==> src/common/sewp_regs.vh <==
// Purpose: Constants for the serial EEPROM write-protect block
// Assumes: Status byte layout and opcodes as used by the host
// Notes:   Definitions only
`ifndef SEWP_REGS_VH
`define SEWP_REGS_VH
`define SEWP_OP_STATUS_WRITE 8'h01
`define SEWP_OP_LATCH_SET    8'h06
`define SEWP_OP_LATCH_CLEAR  8'h04
`define SEWP_OP_STATUS_READ  8'h05
`define SEWP_OP_ARRAY_WRITE  8'h02
`define SEWP_OP_ARRAY_READ   8'h03
`define SEWP_BIT_HPE         7
`define SEWP_BIT_BPH         3
`define SEWP_BIT_BPL         2
`define SEWP_BIT_WLF         1
`define SEWP_BIT_BUSY        0
`define SEWP_BP_NONE         2'h0
`define SEWP_BP_QUARTER      2'h1
`define SEWP_BP_HALF         2'h2
`define SEWP_ADDR_QUARTER    13'h1800
`define SEWP_ADDR_HALF       13'h1000
`define SEWP_NV_RESET        3'h0
`define SEWP_OPC_BITS        6'h08
`define SEWP_ADDR_HI_END     6'h10
`define SEWP_ADDR_END        6'h18
`define SEWP_BYTE1_END       6'h20
`define SEWP_BYTE1_LAST      6'h27
`define SEWP_SWR_BITS        6'h10
`define SEWP_WRITE_TIME_NS   5000000
`endif

==> src/core/sewp_core.v <==
// Function
// - Status-write command selects one of four array protection levels
// - Code 00 none, 01 locks 1800h-1FFFh, 10 1000h-1FFFh, 11 all
// - Hardware-protect enable is a nonvolatile status bit gating the protect pin
// - Hardware protection active when pin low and enable bit one
// - Hardware protection inactive when pin high or enable bit zero
// - Hardware protection blocks only status nonvolatile bits, not unprotected array
// - Write latch cleared at power-up
// - Write latch cleared after each completed write
// - Write starts only if select rises after exact bit count
// - Array accesses ignored during an internal write cycle
// - After power-up device idles as if deselected
// - Serial output high-impedance after power-up
// - Only a falling select edge after power-up activates the device
// - Status-write opcode 01h, latch-set 06h, sent MSB first
// - Status bits: enable 7, protect 3 and 2, latch 1, busy 0
// - Latch set and clear always work; latch flag not written by status-write
// Purpose: Write-protect and power-on control of an SPI serial EEPROM
// Assumes: SPI mode 0, link pins sampled by clock_i
// Notes:   Array storage itself lies outside; array_wr_o requests a program
`timescale 1ns/100ps
`include "sewp_regs.vh"
module sewp_core #(
  parameter CLK_PERIOD_NS = 10,
  parameter WRITE_CYCLES  = `SEWP_WRITE_TIME_NS / CLK_PERIOD_NS
) (
  input  wire        clock_i,
  input  wire        rst_i,
  input  wire        sel_n_i,
  input  wire        sck_i,
  input  wire        sdi_i,
  input  wire        wp_n_i,
  output reg         sdo_o,
  output wire        sdo_oe_o,
  output reg         array_wr_o,
  output reg  [12:0] array_addr_o,
  output reg  [7:0]  array_data_o,
  output wire [7:0]  status_o,
  output wire        hw_protect_o
);
  // ************************************************************
  // Pin synchronisers
  // ************************************************************
  wire [3:0] pins_s;
  // Select, clock and data start low, protect pin starts high
  sewp_sync #(
    .W       (4),
    .RST_VAL (4'h1)
  ) u_sync (
    .clock_i (clock_i),
    .rst_i   (rst_i),
    .async_i ({sel_n_i, sck_i, sdi_i, wp_n_i}),
    .sync_o  (pins_s)
  );
  wire sel_n_s = pins_s[3];
  wire sck_s   = pins_s[2];
  wire sdi_s   = pins_s[1];
  wire wp_n_s  = pins_s[0];
  reg  sck_q;
  reg  sel_n_q;
  wire sck_rise = sck_s & ~sck_q;
  wire sck_fall = ~sck_s & sck_q;
  wire sel_fall = ~sel_n_s & sel_n_q;
  wire sel_rise = sel_n_s & ~sel_n_q;

  // ************************************************************
  // Status state
  // ************************************************************
  reg        hw_protect_enable_bit;
  reg        block_protect_hi;
  reg        block_protect_lo;
  reg        write_latch_flag;
  reg        write_busy_flag;
  reg        active_q;
  reg [5:0]  bits_q;
  reg [7:0]  opc_q;
  reg [7:0]  shift_q;
  reg [12:0] addr_q;
  reg [7:0]  data_q;
  reg [7:0]  tx_q;
  reg        byte_ok_q;
  reg [31:0] busy_cnt_q;
  reg        oe_q;
  localparam [2:0] NV_RESET = `SEWP_NV_RESET;
  wire [7:0] status_byte = {hw_protect_enable_bit, 3'h0, block_protect_hi,
                            block_protect_lo, write_latch_flag, write_busy_flag};
  assign status_o = status_byte;
  assign hw_protect_o = ~wp_n_s & hw_protect_enable_bit;
  assign sdo_oe_o = oe_q;
  wire [1:0] bp = {block_protect_hi, block_protect_lo};
  wire [12:0] wr_addr = addr_q;
  // Pointer runs one byte ahead; the byte to program sits one below it
  wire [12:0] prog_addr = {addr_q[12:5], addr_q[4:0] - 5'h01};
  reg  addr_locked;
  always @* begin
    case (bp)
      `SEWP_BP_NONE:    addr_locked = 1'b0;
      `SEWP_BP_QUARTER: addr_locked = (prog_addr >= `SEWP_ADDR_QUARTER);
      `SEWP_BP_HALF:    addr_locked = (prog_addr >= `SEWP_ADDR_HALF);
      default:          addr_locked = 1'b1;
    endcase
  end
  wire [5:0]  bits_nx  = bits_q + 6'h01;
  wire [7:0]  shift_nx = {shift_q[6:0], sdi_s};
  wire        data_phase = (opc_q == `SEWP_OP_ARRAY_WRITE) && (bits_q >= `SEWP_ADDR_END);
  wire        byte_done  = (bits_nx[2:0] == 3'h0);

  // ************************************************************
  // Frame decode and write control
  // ************************************************************
  always @(posedge clock_i or posedge rst_i) begin
    if (rst_i) begin
      sck_q <= 1'b0;
      // Low so that a select already low at power-up shows no edge
      sel_n_q <= 1'b0;
      active_q <= 1'b0;
      hw_protect_enable_bit <= NV_RESET[2];
      block_protect_hi <= NV_RESET[1];
      block_protect_lo <= NV_RESET[0];
      write_latch_flag <= 1'b0;
      write_busy_flag <= 1'b0;
      bits_q <= 6'h00;
      opc_q <= 8'h00;
      shift_q <= 8'h00;
      addr_q <= 13'h0000;
      data_q <= 8'h00;
      tx_q <= 8'h00;
      byte_ok_q <= 1'b0;
      busy_cnt_q <= 32'h0000_0000;
      oe_q <= 1'b0;
      sdo_o <= 1'b0;
      array_wr_o <= 1'b0;
      array_addr_o <= 13'h0000;
      array_data_o <= 8'h00;
    end else begin
      sck_q <= sck_s;
      sel_n_q <= sel_n_s;
      array_wr_o <= 1'b0;
      if (write_busy_flag) begin
        if (busy_cnt_q == 32'h0000_0000) begin
          write_busy_flag <= 1'b0;
        end else begin
          busy_cnt_q <= busy_cnt_q - 32'h0000_0001;
        end
      end
      if (sel_fall) begin
        active_q <= 1'b1;
        bits_q <= 6'h00;
        byte_ok_q <= 1'b0;
      end else if (sel_n_s) begin
        active_q <= 1'b0;
        oe_q <= 1'b0;
      end
      if (active_q && !sel_n_s && sck_rise) begin
        shift_q <= shift_nx;
        if (data_phase && bits_q == `SEWP_BYTE1_LAST) begin
          // Later page bytes reuse the second data byte's count window
          bits_q <= `SEWP_BYTE1_END;
        end else if (bits_q != 6'h3f) begin
          bits_q <= bits_nx;
        end
        if (bits_nx == `SEWP_OPC_BITS) begin
          opc_q <= shift_nx;
          if (shift_nx == `SEWP_OP_STATUS_READ) begin
            tx_q <= status_byte;
          end
        end else if (opc_q == `SEWP_OP_ARRAY_WRITE && bits_nx == `SEWP_ADDR_HI_END) begin
          addr_q[12:8] <= shift_nx[4:0];
        end else if (opc_q == `SEWP_OP_ARRAY_WRITE && bits_nx == `SEWP_ADDR_END) begin
          addr_q[7:0] <= shift_nx;
        end
        if (data_phase && byte_done) begin
          data_q <= shift_nx;
          byte_ok_q <= 1'b1;
          if (bits_q > `SEWP_ADDR_END) begin
            addr_q <= {wr_addr[12:5], wr_addr[4:0] + 5'h01};
          end
        end else if (opc_q == `SEWP_OP_STATUS_WRITE && bits_nx == `SEWP_SWR_BITS) begin
          data_q <= shift_nx;
        end
      end
      if (active_q && !sel_n_s && sck_fall && opc_q == `SEWP_OP_STATUS_READ
          && bits_q >= `SEWP_OPC_BITS) begin
        oe_q <= 1'b1;
        sdo_o <= tx_q[7];
        tx_q <= {tx_q[6:0], tx_q[7]};
      end
      if (active_q && sel_rise && bits_q[2:0] == 3'h0) begin
        if (bits_q == `SEWP_OPC_BITS && opc_q == `SEWP_OP_LATCH_SET) begin
          write_latch_flag <= 1'b1;
        end else if (bits_q == `SEWP_OPC_BITS && opc_q == `SEWP_OP_LATCH_CLEAR) begin
          write_latch_flag <= 1'b0;
        end else if (!write_busy_flag && write_latch_flag) begin
          if (opc_q == `SEWP_OP_STATUS_WRITE && bits_q == `SEWP_SWR_BITS) begin
            if (!hw_protect_o) begin
              hw_protect_enable_bit <= data_q[`SEWP_BIT_HPE];
              block_protect_hi <= data_q[`SEWP_BIT_BPH];
              block_protect_lo <= data_q[`SEWP_BIT_BPL];
              write_latch_flag <= 1'b0;
              write_busy_flag <= 1'b1;
              busy_cnt_q <= WRITE_CYCLES;
            end
          end else if (opc_q == `SEWP_OP_ARRAY_WRITE && byte_ok_q
                       && bits_q > `SEWP_ADDR_END) begin
            if (!addr_locked) begin
              array_wr_o <= 1'b1;
              array_addr_o <= prog_addr;
              array_data_o <= data_q;
              write_latch_flag <= 1'b0;
              write_busy_flag <= 1'b1;
              busy_cnt_q <= WRITE_CYCLES;
            end
          end
        end
      end
    end
  end
endmodule

==> src/core/sewp_sync.v <==
// Purpose: Two-flop synchroniser for pin inputs
// Assumes: Inputs are asynchronous to clock_i
// Notes:   First stage feeds only the second
`timescale 1ns/100ps
module sewp_sync #(
  parameter         W       = 4,
  parameter [W-1:0] RST_VAL = {W{1'b1}}
) (
  input  wire         clock_i,
  input  wire         rst_i,
  input  wire [W-1:0] async_i,
  output reg  [W-1:0] sync_o
);
  reg [W-1:0] meta_q;
  always @(posedge clock_i or posedge rst_i) begin
    if (rst_i) begin
      meta_q <= RST_VAL;
      sync_o <= RST_VAL;
    end else begin
      meta_q <= async_i;
      sync_o <= meta_q;
    end
  end
endmodule

==> config.mk <==
export PLATFORM = sky130hd
export DESIGN_NAME = sewp_core
export DESIGN_NICKNAME = d
export VERILOG_FILES = /design/src/core/sewp_core.v /design/src/core/sewp_sync.v
export VERILOG_INCLUDE_DIRS = /design/src /design/src/common
export SDC_FILE = /design/constraint.sdc
export NUM_CORES = 1
export LEC_CHECK = 0
export BUFFER_PORTS_ARGS = -buffer_cell sky130_fd_sc_hd__clkbuf_2
export CORE_MARGIN = 4
export CORE_UTILIZATION = 45
export DETAILED_ROUTE_END_ITERATION = 16
export PLACE_DENSITY = 0.73
export SYNTH_ARGS = -nofsm -noshare
export SYNTH_HDL_FRONTEND = slang
export SYNTH_HIERARCHICAL = 1
export SYNTH_SLANG_ARGS = --single-unit
==> constraint.sdc <==
create_clock -name clock_i -period 3.45 [get_ports clock_i]
set_input_delay 0.1725 -clock clock_i [delete_from_list [all_inputs] [get_ports clock_i]]
set_output_delay 0.1725 -clock clock_i [all_outputs]
set_load 0.05 [all_outputs]
==> results.yml <==
run_status:
  outcome: "completed"
cells_and_area:
  num-fill-cells: 1163
  syn2layout_area_growth_pct: 15.7
  final_cell_count_no_fill: 806
  most-common-layout-cells: "121 x dfrtp_1, 48 x nand2_1, 43 x mux2_2, 41 x nor2_1, 35 x clkbuf_2"
  drive_gt1_share_pct: 22.5
  fin_nets: 632
  final_common_cell: "dfrtp_1"
  diodes: 0
pwr:
  p_leak_uw: 0.00334
  combPwrFrac_pct: 2.5
  clock_power_share_pct: 52.9
  p_sw_share_pct: 21.6
  p_sw_uw: 726
  seqPwrFrac_pct: 44.6
  powerDensity_nw_per_um2: 474
  ir_drop_mv: 0.337
  intPower_uw: 2630
clock_tree:
  postCtsResizedCells: 0
  cts.sink_count: 123
  cts_tree: "yes"
  insertion_delay_ns: 0.42
  cts-root-buf: "clkbuf_16"
  cts_buffers: 17
  cts.clk_slew.worst_paths_ns: 0.06
  htreeDepth: 4
  cts_buffer_depth: 2
worst_setup_path:
  crit_type: "reg2reg"
  end_kind: "flop"
  path_max_fanout: 9
  setup.worst_path.start: "bits_q[0]"
  regToRegStartpoint: "bits_q[0]"
  crit_arrival_ns: 3.06
  start_kind: "flop"
  required_ns: 3.75
sta:
  max-slew-margin-rel_pct: 35.6
  tightest_slew_ns: 0.966
  timing.setup.tns_ns: 0
  hold_viol: 0
  min_period_over_period_pct: 80.0
  clock_skew_ns: 0.00943
  finalCriticalPeriod_ns: 2.76
  fmax_mhz: 362
  rsz0062_at_grt: "false"
  maxSlewViolCount: 0
  setup_viol: 0
floorplan:
  ioPinCount: 39
  coreArea_um2: 13300
  die-area_um2: 15500
  die_w_um: 125
  num_rows: 42
  start_util_pct: 46.0
  die_h_um: 125
place:
  gp_congestion: 0.932
  io_buffers: 35
  place_inst: 771
  dp_hpwl_um: 10000
routing:
  dr.pass1.iters: 5
  avgViaCountPerCell: 6.03
  wl_per_cell_um: 17.9
  drt-initial-drc-count: 431
  antenna_left: 0
  drcViolationCount: 0
  wirelength_um: 14400
  vias: 4859
logic_synthesis:
  ys_types: 74
  netlist_instances: 577
  synth_area_um2: 6110
  ys_async_sr_fraction_pct: 100
  synth_area_per_cell_um2: 10.6
  seq_area_frac_synth_pct: 50.4
  yosys_register_bits: 123
  synth_flop_cell: "dfrtp_1"
  synth_edf_count: 0
  yosys_warnings: 6
grt:
  grt_start_max_net_pins: 80
  grt_pass1_wl_um: 24000
  busiest_layer: "met2"
  grt_use_total_pct: 19.0
  grtUsageMet1_pct: 23.9
  first_global_vias: 4765
  met3_usage_pct: 4.63
  antenna_found_initial: 0
  grt_overflow: 0
  use_met2_pct: 31.3
hold_path:
  hold_class: "in2async"
run:
  max_cap_viol_count: 0
area by class of cell:
| type | count | area, um^2 | area share [%] |
|---|---|---|---|
| clock buffer | 19 | 443 | 6.26 |
| clock inverter | 11 | 148 | 2.09 |
| inverter | 16 | 62.6 | 0.885 |
| multi-input combinational | 412 | 2830 | 40.0 |
| sequential | 123 | 3080 | 43.6 |
| tap | 176 | 220 | 3.11 |
| timing repair buffer | 49 | 293 | 4.14 |
per-stage QoR:
| stage | area (um^2) | setup slack (ns) | hold slack (ns) | total power, uW | util (%) |
|---|---|---|---|---|---|
| floorplan | 6120 | 0.233 | -0.0133 | 1570 | - |
| global placement | 6430 | 0.804 | 0.137 | 1600 | 48.4 |
| global route | 7070 | 0.517 | 0.304 | 3460 | 53.2 |
| finish | 7070 | 0.689 | 0.268 | 3350 | 53.2 |
| detailed placement | 6430 | 0.714 | 0.154 | 1600 | 48.4 |
| CTS | 7070 | 0.697 | 0.256 | 3380 | 53.2 |
final timing paths:
check | to | cells after the start | slack (ns)
min in group clock_i | u_sync/sync_o[3] | 0 | 0.34
max in group asynchronous | tx_q[1] | 4 | 2.11
min reg2reg | u_sync/sync_o[3] | 0 | 0.34
min | u_sync/meta_q[2] | 3 | 0.27
max reg2reg | data_q[2] | 6 | 0.69
max | data_q[2] | 6 | 0.69
worst max-delay path: stages, from the launching register on:
cell and delay, ns:
dfrtp_1 0.46, ha_1 0.31, xnor2_1 0.23, nand2_1 0.11, or3_1 0.61, o31ai_4 0.53, mux2_2 0.39
per-layer routing:
layer  vias to the layer above  share of wire (%)
li1                       2223                  -
met1                      2418                 42
met4                         0                2.7
met2                       173                 50
met3                        45                5.4
met5                         -                  0
cell usage after synthesis, drive strengths merged, types with 2 or more instances:
cell | instances | area (um^2)
dfrtp | 121 | 3030
nand2 | 49 | 186
mux2 | 43 | 484
nor2 | 42 | 160
o21ai | 33 | 165
nor4 | 25 | 205
nand3 | 21 | 110
buf | 20 | 131
a21oi | 18 | 90.1
nand4 | 18 | 119
inv | 16 | 60.1
nor3 | 14 | 75.1
or3 | 11 | 68.8
or4 | 11 | 82.6
xnor2 | 11 | 96.3
o31ai | 9 | 81.3
clkbuf | 8 | 30.0
a31oi | 7 | 43.8
and3 | 7 | 43.8
ha | 7 | 87.6
nand2b | 6 | 37.5
a211oi | 5 | 42.5
and2 | 5 | 31.3
xor2 | 5 | 43.8
a2111oi | 4 | 41.3
a211o | 4 | 35.0
nand4b | 4 | 35.0
nor4b | 4 | 47.6
a21boi | 3 | 22.5
nand3b | 3 | 22.5
nor2b | 3 | 18.8
nor3b | 3 | 22.5
o311ai | 3 | 26.3
or2 | 3 | 18.8
a311o | 2 | 20.0
and4 | 2 | 17.5
dfstp | 2 | 52.6
nand4bb | 2 | 22.5
o211a | 2 | 20.0
o211ai | 2 | 15.0
o22ai | 2 | 12.5
or4b | 2 | 20.0
sequential cells by signal, indices dropped and copies added (netlist names):
| signal | cells |
|---|---|
| array_addr_o | 13 |
| write_latch_flag | 1 |
| write_busy_flag | 1 |
| addr_q | 13 |
| shift_q | 7 |
| hw_protect_enable_bit | 1 |
| array_data_o | 8 |
| tx_q | 8 |
| sdo_oe_o | 1 |
| data_q | 8 |
| u_sync/meta_q | 4 |
| sel_n_q | 1 |
| bits_q | 6 |
| active_q | 1 |
| busy_cnt_q | 32 |
| byte_ok_q | 1 |
| block_protect_hi | 1 |
| u_sync/sync_o | 4 |
| sck_q | 1 |
| sdo_o | 1 |
| block_protect_lo | 1 |
| opc_q | 8 |
| array_wr_o | 1 |
kinds of logic (layout without fill, tap and decap cells):
family / after synthesis / in the layout / share of synthesized area, %
buf+inv: 44 / 95 / 3.62
mux: 43 / 43 / 7.92
flops: 123 / 123 / 50.4
fa+ha+maj: 7 / 7 / 1.43
xor+xnor: 16 / 16 / 2.29
compound gates: 104 / 104 / 11.6
other cells: 1 / 3 / 0.0613
simple gates: 239 / 239 / 22.7
power by group through the flow:
stage	Clock (uW)	Sequential, uW	Combinational [uW]
final	1770	1500	84.8
after global routing	1860	1500	97.6
after CTS	1800	1500	86.8
after detailed placement	0	1520	82.2
after global placement	0	1520	79.2
after floorplan	0	1510	62.4
repair_timing:
action | CTS | global route
hold buffers | 5 | 0
hold endpoints to repair | 12 | 0
buffers inserted | 0 | 0
Power figures use the tool's default switching activity.
